--- config.mk ---
export PLATFORM = sky130hd
export DESIGN_NAME = dac_mode_regs
export DESIGN_NICKNAME = d
export VERILOG_FILES = /design/src/hdl/dac_mode_pkg.sv /design/src/hdl/dac_mode_regs.sv
export SDC_FILE = /design/constraint.sdc
export NUM_CORES = 1
export LEC_CHECK = 0
export ABC_CLOCK_PERIOD_IN_PS = 4100
export BUFFER_PORTS_ARGS = -buffer_cell sky130_fd_sc_hd__buf_2
export CAP_MARGIN = 15
export CORE_AREA = 2 2 101 103
export DETAILED_ROUTE_END_ITERATION = 8
export DIE_AREA = 0 0 103 105
export PLACE_DENSITY = 0.67
export SETUP_SLACK_MARGIN = 0.1
export SLEW_MARGIN = 20
export SYNTH_ARGS = -nofsm -noshare
export SYNTH_HDL_FRONTEND = slang
export SYNTH_SLANG_ARGS = --single-unit
--- constraint.sdc ---
create_clock -name clock -period 4.1 [get_ports clock]
set_input_delay 0 -clock clock [delete_from_list [all_inputs] [get_ports clock]]
set_output_delay 0 -clock clock [all_outputs]
set_load 0.02 [all_outputs]
--- src/hdl/dac_mode_pkg.sv ---
// constants and carrier types for the audio converter mode-control registers
package dac_mode_pkg;

   // control word layout
   localparam int          FRAME_BITS = 16;
   localparam int          HEAD_BITS  = 8;
   localparam int          RW_BIT     = 15;
   localparam int          IDX_MSB    = 14;
   localparam int          IDX_LSB    = 8;

   // register indices
   localparam logic [6:0]  IDX_FMT_EMPH = 7'h12;
   localparam logic [6:0]  IDX_OUT_RAMP = 7'h13;
   localparam logic [6:0]  IDX_IF_MODE  = 7'h14;
   localparam logic [6:0]  IDX_ZERO_OUT = 7'h15;

   // format_and_emphasis_control fields
   localparam int          FORMAT_LSB      = 4;
   localparam int          EMPH_RATE_LSB   = 2;
   localparam int          EMPH_EN_BIT     = 1;
   localparam int          MUTE_BIT        = 0;
   // output_and_ramp_control fields
   localparam int          INVERT_BIT      = 7;
   localparam int          RAMP_RATE_LSB   = 5;
   localparam int          OUT_OFF_BIT     = 4;
   localparam int          ROLLOFF_BIT     = 1;
   localparam int          ZERO_HOLD_BIT   = 0;
   // interface_mode_control fields
   localparam int          SOFT_RST_BIT    = 6;
   localparam int          STREAM_BIT      = 5;
   localparam int          BYPASS_BIT      = 4;
   localparam int          MONO_BIT        = 3;
   localparam int          MONO_SRC_BIT    = 2;
   localparam int          MOD_RATE_LSB    = 0;
   // zero_output_control fields
   localparam int          STREAM_ZERO_LSB = 1;
   localparam int          SAMPLE_ZERO_BIT = 0;

   // attenuator end points
   localparam logic [7:0]  ATTN_FULL = 8'hff;
   localparam logic [7:0]  ATTN_MUTE = 8'h00;

   typedef struct packed {
      logic [2:0] audio_format_sel;
      logic [1:0] deemph_rate_sel;
      logic       deemph_enable;
      logic       soft_mute;
      logic       phase_invert;
      logic [1:0] ramp_rate_sel;
      logic       output_disable;
      logic       rolloff_sel;
      logic       zero_hold_mute_en;
      logic       bitstream_mode_en;
      logic       filter_bypass_en;
      logic       mono_en;
      logic       mono_source_sel;
      logic [1:0] modulator_rate_sel;
      logic [1:0] bitstream_zero_flag_sel;
      logic       sample_zero_flag_en;
   } mode_ctrl_t;

   localparam mode_ctrl_t MODE_RST = '{
      audio_format_sel:        3'h5,
      deemph_rate_sel:         2'h0,
      deemph_enable:           1'h0,
      soft_mute:               1'h0,
      phase_invert:            1'h0,
      ramp_rate_sel:           2'h0,
      output_disable:          1'h0,
      rolloff_sel:             1'h0,
      zero_hold_mute_en:       1'h0,
      bitstream_mode_en:       1'h0,
      filter_bypass_en:        1'h0,
      mono_en:                 1'h0,
      mono_source_sel:         1'h0,
      modulator_rate_sel:      2'h0,
      bitstream_zero_flag_sel: 2'h0,
      sample_zero_flag_en:     1'h1
   };

   // settings as the datapath should apply them
   typedef struct packed {
      logic       deemph_active;
      logic [1:0] deemph_rate;
      logic [1:0] fir_perf_sel;
      logic       zero_level_force;
      logic       mono_active;
      logic       mono_right;
      logic       bitstream_main_input;
      logic [1:0] modulator_rate;
      logic [1:0] bitstream_clk_sel;
      logic       mute_reached;
   } path_ctrl_t;

endpackage

--- src/hdl/dac_mode_regs.sv ---
// mode-control registers, serial control port and soft-mute attenuator ramp
`timescale 1ns/1ns
// Summary of operation
// - three-bit format field selects serial audio format, reset 24-bit I2S
// - two-bit field picks de-emphasis rate; in bitstream mode picks analog FIR performance
// - de-emphasis applied to both channels only while enable bit is one
// - soft mute ramps both channels to mute through a 256-step attenuator
// - attenuator steps once per 1, 2, 4 or 8 word clock periods
// - phase bit one inverts output polarity of both channels
// - output disable forces both outputs to bipolar zero regardless of data
// - rolloff bit selects sharp response at zero, slow response at one
// - zero-detect mute holds muted outputs at bipolar zero when both channels zero
// - zero-detect mute has no effect in bitstream mode
// - writing one to write-only reset bit makes one reset pulse, restores defaults
// - bitstream bit switches audio input interface to bitstream format
// - filter bypass bit bypasses internal interpolation filter for external filter
// - mono bit runs both converters balanced on one input channel
// - channel select picks left or right mono source, only in mono mode
// - bitstream mono takes its stream from the main data input pin
// - oversampling field sets modulator rate 64, 32 or 128 times; 11 reserved
// - in bitstream mode oversampling field selects analog FIR bit clock speed
// - control word top bit selects write at zero, read at one
module dac_mode_regs
   import dac_mode_pkg::*;
(
   input  wire logic       clock,
   input  wire logic       sys_rst,
   input  wire logic       ctrl_sel_n,
   input  wire logic       ctrl_clk,
   input  wire logic       ctrl_din,
   output logic            ctrl_dout,
   output logic            ctrl_dout_oe,
   input  wire logic       word_clock,
   input  wire logic       zero_left,
   input  wire logic       zero_right,
   output mode_ctrl_t      mode_q,
   output path_ctrl_t      path_q,
   output logic [7:0]      attn_level_q,
   output logic            soft_reset_pulse
);

   // pin synchronisers; first stage feeds only the second
   logic [1:0] sel_sync_q;
   logic [1:0] clk_sync_q;
   logic [1:0] din_sync_q;
   logic [1:0] wck_sync_q;
   logic       clk_last_q;
   logic       wck_last_q;

   always_ff @(posedge clock or posedge sys_rst)
   begin
      if (sys_rst)
      begin
         sel_sync_q <= 2'h3;
         clk_sync_q <= 2'h0;
         din_sync_q <= 2'h0;
         wck_sync_q <= 2'h0;
         clk_last_q <= 1'h0;
         wck_last_q <= 1'h0;
      end
      else
      begin
         sel_sync_q <= {sel_sync_q[0], ctrl_sel_n};
         clk_sync_q <= {clk_sync_q[0], ctrl_clk};
         din_sync_q <= {din_sync_q[0], ctrl_din};
         wck_sync_q <= {wck_sync_q[0], word_clock};
         clk_last_q <= clk_sync_q[1];
         wck_last_q <= wck_sync_q[1];
      end
   end

   logic in_frame;
   logic clk_rise;
   logic clk_fall;
   logic wck_rise;

   assign in_frame = ~sel_sync_q[1];
   assign clk_rise = in_frame & clk_sync_q[1] & ~clk_last_q;
   assign clk_fall = in_frame & ~clk_sync_q[1] & clk_last_q;
   assign wck_rise = wck_sync_q[1] & ~wck_last_q;

   // serial frame receiver
   logic [4:0]  bit_cnt_q;
   logic [15:0] shift_in_q;
   logic [15:0] word_d;
   logic        head_done;
   logic        word_done;

   assign word_d    = {shift_in_q[14:0], din_sync_q[1]};
   assign head_done = clk_rise && (bit_cnt_q == 5'(HEAD_BITS - 1));
   assign word_done = clk_rise && (bit_cnt_q == 5'(FRAME_BITS - 1));

   always_ff @(posedge clock or posedge sys_rst)
   begin
      if (sys_rst)
      begin
         bit_cnt_q  <= 5'h00;
         shift_in_q <= 16'h0000;
      end
      else if (!in_frame)
      begin
         bit_cnt_q  <= 5'h00;
         shift_in_q <= 16'h0000;
      end
      else if (clk_rise)
      begin
         // bits past the sixteenth are ignored
         if (bit_cnt_q != 5'(FRAME_BITS))
            bit_cnt_q <= bit_cnt_q + 5'h01;
         shift_in_q <= word_d;
      end
   end

   // readback image of one register
   function automatic logic [7:0] read_image(input logic [6:0] idx, input mode_ctrl_t m);
      logic [7:0] r;
      r = 8'h00;
      unique case (idx)
         IDX_FMT_EMPH:
         begin
            r[FORMAT_LSB +: 3]    = m.audio_format_sel;
            r[EMPH_RATE_LSB +: 2] = m.deemph_rate_sel;
            r[EMPH_EN_BIT]        = m.deemph_enable;
            r[MUTE_BIT]           = m.soft_mute;
         end
         IDX_OUT_RAMP:
         begin
            r[INVERT_BIT]         = m.phase_invert;
            r[RAMP_RATE_LSB +: 2] = m.ramp_rate_sel;
            r[OUT_OFF_BIT]        = m.output_disable;
            r[ROLLOFF_BIT]        = m.rolloff_sel;
            r[ZERO_HOLD_BIT]      = m.zero_hold_mute_en;
         end
         IDX_IF_MODE:
         begin
            // reset bit is write-only and reads zero
            r[STREAM_BIT]        = m.bitstream_mode_en;
            r[BYPASS_BIT]        = m.filter_bypass_en;
            r[MONO_BIT]          = m.mono_en;
            r[MONO_SRC_BIT]      = m.mono_source_sel;
            r[MOD_RATE_LSB +: 2] = m.modulator_rate_sel;
         end
         IDX_ZERO_OUT:
         begin
            r[STREAM_ZERO_LSB +: 2] = m.bitstream_zero_flag_sel;
            r[SAMPLE_ZERO_BIT]      = m.sample_zero_flag_en;
         end
         default: r = 8'h00;
      endcase
      return r;
   endfunction

   // readback driver: data shifts out on falling edges after the index byte
   logic [7:0] shift_out_q;
   logic       reading_q;
   logic [7:0] rd_image;

   assign rd_image = read_image(word_d[6:0], mode_q);

   always_ff @(posedge clock or posedge sys_rst)
   begin
      if (sys_rst)
      begin
         shift_out_q  <= 8'h00;
         reading_q    <= 1'h0;
         ctrl_dout    <= 1'h0;
         ctrl_dout_oe <= 1'h0;
      end
      else if (!in_frame || word_done)
      begin
         reading_q    <= 1'h0;
         ctrl_dout    <= 1'h0;
         ctrl_dout_oe <= 1'h0;
      end
      else if (head_done && word_d[7])
      begin
         shift_out_q  <= rd_image;
         reading_q    <= 1'h1;
         ctrl_dout    <= rd_image[7];
         ctrl_dout_oe <= 1'h1;
      end
      else if (reading_q && clk_fall && bit_cnt_q > 5'(HEAD_BITS))
      begin
         shift_out_q <= {shift_out_q[6:0], 1'h0};
         ctrl_dout   <= shift_out_q[6];
      end
   end

   // register file; a reset-bit write restores every field
   logic       write_hit;
   logic [6:0] wr_idx;
   logic [7:0] wr_data;

   assign wr_idx    = shift_in_q[IDX_MSB-1 -: 7];
   assign wr_data   = word_d[7:0];
   assign write_hit = word_done && !shift_in_q[RW_BIT-1];

   always_ff @(posedge clock or posedge sys_rst)
   begin
      if (sys_rst)
      begin
         mode_q           <= MODE_RST;
         soft_reset_pulse <= 1'h0;
      end
      else
      begin
         soft_reset_pulse <= 1'h0;
         if (write_hit)
         begin
            unique case (wr_idx)
               IDX_FMT_EMPH:
               begin
                  mode_q.audio_format_sel <= wr_data[FORMAT_LSB +: 3];
                  mode_q.deemph_rate_sel  <= wr_data[EMPH_RATE_LSB +: 2];
                  mode_q.deemph_enable    <= wr_data[EMPH_EN_BIT];
                  mode_q.soft_mute        <= wr_data[MUTE_BIT];
               end
               IDX_OUT_RAMP:
               begin
                  mode_q.phase_invert      <= wr_data[INVERT_BIT];
                  mode_q.ramp_rate_sel     <= wr_data[RAMP_RATE_LSB +: 2];
                  mode_q.output_disable    <= wr_data[OUT_OFF_BIT];
                  mode_q.rolloff_sel       <= wr_data[ROLLOFF_BIT];
                  mode_q.zero_hold_mute_en <= wr_data[ZERO_HOLD_BIT];
               end
               IDX_IF_MODE:
               begin
                  if (wr_data[SOFT_RST_BIT])
                  begin
                     mode_q           <= MODE_RST;
                     soft_reset_pulse <= 1'h1;
                  end
                  else
                  begin
                     mode_q.bitstream_mode_en  <= wr_data[STREAM_BIT];
                     mode_q.filter_bypass_en   <= wr_data[BYPASS_BIT];
                     mode_q.mono_en            <= wr_data[MONO_BIT];
                     mode_q.mono_source_sel    <= wr_data[MONO_SRC_BIT];
                     mode_q.modulator_rate_sel <= wr_data[MOD_RATE_LSB +: 2];
                  end
               end
               IDX_ZERO_OUT:
               begin
                  mode_q.bitstream_zero_flag_sel <= wr_data[STREAM_ZERO_LSB +: 2];
                  mode_q.sample_zero_flag_en     <= wr_data[SAMPLE_ZERO_BIT];
               end
               default:
               begin
                  // unmapped index: ignored
               end
            endcase
         end
      end
   end

   // attenuator ramp, paced by word clock periods
   logic [2:0] pace_cnt_q;
   logic [2:0] pace_last;
   logic       step_tick;
   logic [7:0] attn_target;

   assign pace_last   = 3'((4'h1 << mode_q.ramp_rate_sel) - 4'h1);
   assign step_tick   = wck_rise && (pace_cnt_q >= pace_last);
   assign attn_target = mode_q.soft_mute ? ATTN_MUTE : ATTN_FULL;

   always_ff @(posedge clock or posedge sys_rst)
   begin
      if (sys_rst)
         pace_cnt_q <= 3'h0;
      else if (soft_reset_pulse || step_tick)
         pace_cnt_q <= 3'h0;
      else if (wck_rise)
         pace_cnt_q <= pace_cnt_q + 3'h1;
   end

   always_ff @(posedge clock or posedge sys_rst)
   begin
      if (sys_rst)
         attn_level_q <= ATTN_FULL;
      else if (soft_reset_pulse)
         attn_level_q <= ATTN_FULL;
      else if (step_tick && attn_level_q > attn_target)
         attn_level_q <= attn_level_q - 8'h01;
      else if (step_tick && attn_level_q < attn_target)
         attn_level_q <= attn_level_q + 8'h01;
   end

   // settings as applied by the datapath
   logic zero_hold;
   assign zero_hold = mode_q.zero_hold_mute_en && zero_left && zero_right
                      && !mode_q.bitstream_mode_en;

   always_ff @(posedge clock or posedge sys_rst)
   begin
      if (sys_rst)
         path_q <= '0;
      else
      begin
         path_q.deemph_active <= mode_q.deemph_enable && !mode_q.bitstream_mode_en;
         path_q.deemph_rate   <= mode_q.bitstream_mode_en ? 2'h0 : mode_q.deemph_rate_sel;
         path_q.fir_perf_sel  <= mode_q.bitstream_mode_en ? mode_q.deemph_rate_sel
                                                          : 2'h0;
         path_q.zero_level_force <= mode_q.output_disable || zero_hold;
         path_q.mono_active   <= mode_q.mono_en;
         path_q.mono_right    <= mode_q.mono_en && mode_q.mono_source_sel;
         path_q.bitstream_main_input <= mode_q.mono_en && mode_q.bitstream_mode_en;
         // reserved rate code leaves the modulator at its default rate
         path_q.modulator_rate <= (mode_q.bitstream_mode_en
                                   || mode_q.modulator_rate_sel == 2'h3)
                                  ? 2'h0 : mode_q.modulator_rate_sel;
         path_q.bitstream_clk_sel <= mode_q.bitstream_mode_en
                                     ? mode_q.modulator_rate_sel : 2'h0;
         path_q.mute_reached <= mode_q.soft_mute && attn_level_q == ATTN_MUTE;
      end
   end

   // checks
   property p_soft_reset_pulse_restores;
      @(posedge clock) disable iff (sys_rst)
      write_hit && wr_idx == IDX_IF_MODE && wr_data[SOFT_RST_BIT]
      |=> soft_reset_pulse && mode_q == MODE_RST ##1 !soft_reset_pulse;
   endproperty
   a_soft_reset_pulse_restores: assert property (p_soft_reset_pulse_restores)
      else $error("soft reset did not restore defaults in one pulse");

   property p_attn_moves_on_tick;
      @(posedge clock) disable iff (sys_rst)
      // a soft reset also returns the level to full scale
      $changed(attn_level_q) |-> $past(step_tick) || $past(soft_reset_pulse);
   endproperty
   a_attn_moves_on_tick: assert property (p_attn_moves_on_tick)
      else $error("attenuator moved without a pace tick");

   property p_mute_ramps_down;
      @(posedge clock) disable iff (sys_rst)
      step_tick && mode_q.soft_mute && attn_level_q != ATTN_MUTE && !soft_reset_pulse
      |=> attn_level_q == $past(attn_level_q) - 8'h01;
   endproperty
   a_mute_ramps_down: assert property (p_mute_ramps_down)
      else $error("soft mute did not step the attenuator down");

   property p_pace_ts;
      @(posedge clock) disable iff (sys_rst)
      wck_rise && !step_tick && !soft_reset_pulse |=> pace_cnt_q == $past(pace_cnt_q) + 3'h1;
   endproperty
   a_pace_ts: assert property (p_pace_ts)
      else $error("pace counter missed a word clock period");

   property p_disable_forces_zero;
      @(posedge clock) disable iff (sys_rst)
      mode_q.output_disable |=> path_q.zero_level_force;
   endproperty
   a_disable_forces_zero: assert property (p_disable_forces_zero)
      else $error("output disable did not force bipolar zero");

   property p_no_zero_hold_bitstream;
      @(posedge clock) disable iff (sys_rst)
      mode_q.bitstream_mode_en && !mode_q.output_disable |=> !path_q.zero_level_force;
   endproperty
   a_no_zero_hold_bitstream: assert property (p_no_zero_hold_bitstream)
      else $error("zero-detect mute acted in bitstream mode");

   property p_zero_hold;
      @(posedge clock) disable iff (sys_rst)
      zero_hold |=> path_q.zero_level_force;
   endproperty
   a_zero_hold: assert property (p_zero_hold)
      else $error("zero condition did not hold bipolar zero");

   property p_source_only_mono;
      @(posedge clock) disable iff (sys_rst)
      !mode_q.mono_en |=> !path_q.mono_right && !path_q.bitstream_main_input;
   endproperty
   a_source_only_mono: assert property (p_source_only_mono)
      else $error("mono source applied outside mono mode");

   property p_read_drives;
      @(posedge clock) disable iff (sys_rst)
      head_done && word_d[7] |=> ctrl_dout_oe;
   endproperty
   a_read_drives: assert property (p_read_drives)
      else $error("read request did not drive the data line");

   property p_write_no_drive;
      @(posedge clock) disable iff (sys_rst)
      head_done && !word_d[7] |=> !ctrl_dout_oe;
   endproperty
   a_write_no_drive: assert property (p_write_no_drive)
      else $error("write request drove the data line");

   c_mute_done:  cover property (@(posedge clock) disable iff (sys_rst)
                                 path_q.mute_reached);
   c_read:       cover property (@(posedge clock) disable iff (sys_rst)
                                 ctrl_dout_oe && word_done);
   c_soft_reset: cover property (@(posedge clock) disable iff (sys_rst)
                                 soft_reset_pulse);
   c_slow_ramp:  cover property (@(posedge clock) disable iff (sys_rst)
                                 step_tick && mode_q.ramp_rate_sel == 2'h3);

endmodule // dac_mode_regs

==> results.md <==
Power:
- The worst vdd rail ir drop is a little over 0.2 mV.
- The final total power is ~1800 uW.
- Power spread over the standard cell area amounts to roughly 370 nW/um^2.
- In this run the static leakage power is between 0.002 and 0.0025 uW.

Critical path:
- The cell type of the slowest stage on the worst timing path is sky130_fd_sc_hd__dfrtp_1.
- The end of the worst register-to-register path is attn_level_q[6]$_DFFE_PP1P_.
- The largest single stage delay on the critical path is roughly 430 ps.
- The worst setup path is launched from a flip-flop.
- The kind of cell with the highest combined delay along the critical path is compound AO/OA/AOI/OAI gates.
- STA classifies the critical path endpoint as a flip-flop.
- At the worst endpoint, the required time is ~4400 ps.
- The startpoint identified for the worst register-to-register timing path is mode_q[12]$_DFFE_PP0P_.
- Traced cell by cell, the critical path runs through or2_2 > ha_1 > o21ai_0 > a21oi_1 > o2111ai_2 > inv_1 > ha_1 > nor2b_1 > o21ai_0 > a21oi_1 > o21a_1 > o21a_1 > o31ai_1.
- The worst path buffer plus inverter count is 1.
- Across all register-to-register paths, the minimum setup slack is approximately 570 ps.
- The signal arrival time at the worst endpoint is ~3800 ps.
- The setup path with the least slack is of type flip-flop to flip-flop.
- Measured in cells, the most critical reg-to-reg path has a length of 13.
- The maximum fanout along the worst path is 6.

Layout:
- The final non-filler cell area is approximately 4900 um^2.
- The filler cells instantiated in the layout total 891.
- From synthesis to final layout, the design area changed by 15.7%.
- The number of antenna diodes in the final layout is 0.
- The share of post-route cells with drive strength above 1 is between 20% and 30%.
- The area taken by multi-input logic gates is between 1500 and 2000 um^2.
- The post-layout net count is a little over 500.
- In the final layout, flip-flops and latches occupy roughly 2200 um^2.
- Once layout is complete, the cells apart from fillers number around 620.

Routing:
- The first TritonRoute pass finished after 5 iterations.
- For this block, the routed nets add up to a little over 9 mm of wire.
- The total length of routed met3 wires is 404 um.
- After detailed routing, the wire length on met1 is between 4 and 5 mm.
- The detailed-route DRC error count is 0.
- After detailed routing, the average wire length per cell comes to 15.0 um.
- The ratio of routed vias to standard cells is approximately 5.2.
- The detail route stage leaves a number of antenna-violating nets equal to 0.
- The detailed router used layers up to and including met4.
- The total number of vias is roughly 3,300.
- The detailed router finished its first iteration with 140 violations.
- The total met2 wirelength after detailed routing is 4.53 mm.

Hold path:
- The launch instance of the worst min-delay path is ctrl_clk.
- In this run the worst hold path is classified as input pin to flip-flop.
- The number of stages on the worst hold path is 2.
- The worst hold path endpoint is clk_sync_q[0]$_DFF_PP0_.

Timing:
- Setup violations remaining at the end of the flow were counted as 0.
- After layout, the worst path uses between 80% and 90% of the clock period.
- The clock period minus final worst setup slack is approximately 3500 ps.
- The clock skew after layout is around 11 ps.
- Setup repair after global routing left no endpoint under its margin.
- The number of hold-slack violations in the final timing report is 0.
- The number of slew-limit violations in the final report came to 0.
- In the post-route analysis, the smallest setup slack over all paths is 574 ps.
- The slew at the pin closest to its max-slew limit is 915 ps.
- Setup total negative slack on the finished layout was measured at 0 ps.
- The maximum clock frequency is between 200 and 300 MHz.
- The relative slew slack is between 30% and 40%.

Synthesis:
- The count of mapped cells out of synthesis is about 430.
- The most numerous cell in the Yosys netlist is sky130_fd_sc_hd__dfrtp_1.
- Counting flops with a built-in enable in the synthesized netlist gives 0.
- The post-synthesis average cell area is roughly 9.9 um^2.
- The dominant cell type by area after synthesis is sky130_fd_sc_hd__dfrtp_1.
- Yosys attributes the largest share of cell area to sky130_fd_sc_hd__dfrtp_1, sky130_fd_sc_hd__dfstp_2, sky130_fd_sc_hd__ha_1.
- The number of nets in the synthesized netlist is 459.
- The cell area after synthesis is between 4000 and 5000 um^2.
- The count of yosys warnings during synthesis is 0.
- After synthesis, the share of flip-flops with an asynchronous set or reset is 100%.
- The count of different cell masters after synthesis is 58.
- The flip-flop and latch count after synthesis is 87.
- Among all flip-flop cells after synthesis, the most frequent one is sky130_fd_sc_hd__dfrtp_1.
- In the synthesized netlist, the cells that appear most often are sky130_fd_sc_hd__dfrtp_1, sky130_fd_sc_hd__nand2_1, sky130_fd_sc_hd__o21ai_0, sky130_fd_sc_hd__nor2_1, sky130_fd_sc_hd__ha_1.
- The register area share after synthesis is 51.4%.
- The area share of the leading cell type in the synthesized netlist is a little over two fifths.

Global routing:
- The number of antenna violations at the first check in global routing is 0.
- The number of global-route vias before repair came to roughly 3,100.
- The global-route usage over all layers is between 10% and 20%.
- Entering global routing, the biggest net connects 54 pins.
- The first global-routing pass estimated between 15 and 20 mm of wire.
- The global route total overflow is 0.

Clock network:
- The number of levels in the clock H-tree is 3.
- The number of setup buffers added after CTS is 0.
- Clock tree synthesis found a total of 87 sinks.
- CTS placed an instance of sky130_fd_sc_hd__clkbuf_8 at the clock tree root.
- TritonCTS built the clock tree.
- The number of clock buffers added by TritonCTS is 9.
- The worst-case clock buffer depth is 2.
- Clock-pin slew was measured on the worst setup and hold paths at approximately 90 ps.
- For the worst-skew pair, the clock arrives at the later sink with an insertion delay of 360 ps.

Floorplanning:
- The area of the core region is about 9600 um^2.
- The initial core utilization is 44.2%.
- In this run the horizontal extent of the chip is just over 100 um.
- After floorplanning, the core was divided into 36 placement rows.
- The floorplan step defined a die boundary enclosing 10,800 um^2.
- The I/O pin count is 55.
- The floorplan step set the die height to ~110 um.

Outcome:
- The run finished with clean final reports.

Placement:
- The placed wire-length estimate is between 6 and 7 mm.
- The placement-stage cell area is about 4600 um^2.
- The post-placement cell count is 601.
- At the placement stage, the worst setup path has a slack of between 300 and 400 ps.
- At the end of routability-driven placement, the weighted congestion stood at between 0.7 and 0.8.
- The number of input and output port buffers inserted is 54.

Run:
- The number of max-cap violations is 0.
-- layout by cell type (no fill, tap or decap), drive strengths merged, types with 6 or more instances in the layout --
cell type | synthesis | layout
inv | 20 | 20
a22oi | 6 | 6
a21oi | 20 | 20
nand2b | 20 | 20
o21ai | 51 | 51
buf | 8 | 57
dfrtp | 74 | 74
dfstp | 13 | 13
nor2 | 23 | 23
nand3 | 8 | 8
nand3b | 8 | 8
nor2b | 7 | 7
nand2 | 61 | 61
clkbuf | 10 | 10
ha | 21 | 21
dlygate4sd3 | 0 | 7
nor3 | 10 | 10
-- sequential cells by signal, indices dropped and copies added (netlist names), 3 cells and up --
| name | cells |
|---|---|
| mode_q | 22 |
| bit_cnt_q | 5 |
| pace_cnt_q | 3 |
| shift_in_q | 15 |
| path_q | 14 |
| shift_out_q | 7 |
| attn_level_q | 8 |
-- worst reg2reg max path, cell delays in order (launching register included) --
cell and delay (ps):
sky130_fd_sc_hd__dfrtp_1 430, sky130_fd_sc_hd__or2_2 310, sky130_fd_sc_hd__ha_1 270, sky130_fd_sc_hd__o21ai_0 80, sky130_fd_sc_hd__a21oi_1 370, sky130_fd_sc_hd__o2111ai_2 290
sky130_fd_sc_hd__inv_1 260, sky130_fd_sc_hd__ha_1 310, sky130_fd_sc_hd__nor2b_1 160, sky130_fd_sc_hd__o21ai_0 240, sky130_fd_sc_hd__a21oi_1 140, sky130_fd_sc_hd__o21a_1 190
sky130_fd_sc_hd__o21a_1 160, sky130_fd_sc_hd__o31ai_1 230
-- metal layers --
| metal | track usage (%) | vias to the layer above |
|---|---|---|
| li1 | - | 1620 |
| met2 | 28.4 | 63 |
| met5 | 0 | - |
| met1 | 25.1 | 1569 |
| met3 | 4.62 | 7 |
| met4 | 4.61 | 0 |
-- per-stage QoR --
stage | util [%] | hold WS (ps)
final | 51.2 | 268
after global routing | 51.2 | 255
after CTS | 51.1 | 250
after detailed placement | 48.2 | 107
after global placement | 48.2 | 104
after floorplan | - | 4.48
-- layout make-up --
cell class | instances | area share (%)
Sequential cell | 87 | 44.4
Multi-Input combinational cell | 304 | 39.1
Timing Repair Buffer | 64 | 7.35
Tap cell | 133 | 3.37
Clock buffer | 10 | 2.79
Inverter | 20 | 1.55
Clock inverter | 6 | 1.39
-- worst max path at each step --
stage | startpoint | to | slack, ps | depth (start not counted)
after detailed placement | mode_q[15]$_DFFE_PP0P_ | attn_level_q[7]$_DFFE_PP1P_ | 360 | 13
after global placement | mode_q[15]$_DFFE_PP0P_ | attn_level_q[7]$_DFFE_PP1P_ | 560 | 13
after global routing | mode_q[12]$_DFFE_PP0P_ | attn_level_q[7]$_DFFE_PP1P_ | 190 | 13
after floorplan | mode_q[15]$_DFFE_PP0P_ | attn_level_q[7]$_DFFE_PP1P_ | 780 | 13
final | mode_q[12]$_DFFE_PP0P_ | attn_level_q[6]$_DFFE_PP1P_ | 570 | 13
after CTS | mode_q[15]$_DFFE_PP0P_ | attn_level_q[7]$_DFFE_PP1P_ | 350 | 13
-- power breakdown --
part / switching [uW] / internal, uW / total [uW]
Sequential: 48.2 / 907 / 956
Clock: 317 / 301 / 618
Combinational: 144 / 101 / 245
-- logic make-up after synthesis --
kind of cell,synth area share (%)
compound gates,15.5
xor+xnor,1.03
fa+ha+maj,6.63
mux,0.734
buf+inv,3.64
simple gates,21.0
flops,51.4
-- repair_timing --
item	CTS	global route
resized for setup	0	2
hold buffers	7	0
endpoints found under the hold margin	49	0
setup endpoints to repair	0	1
(Power assumes the default switching activity.)
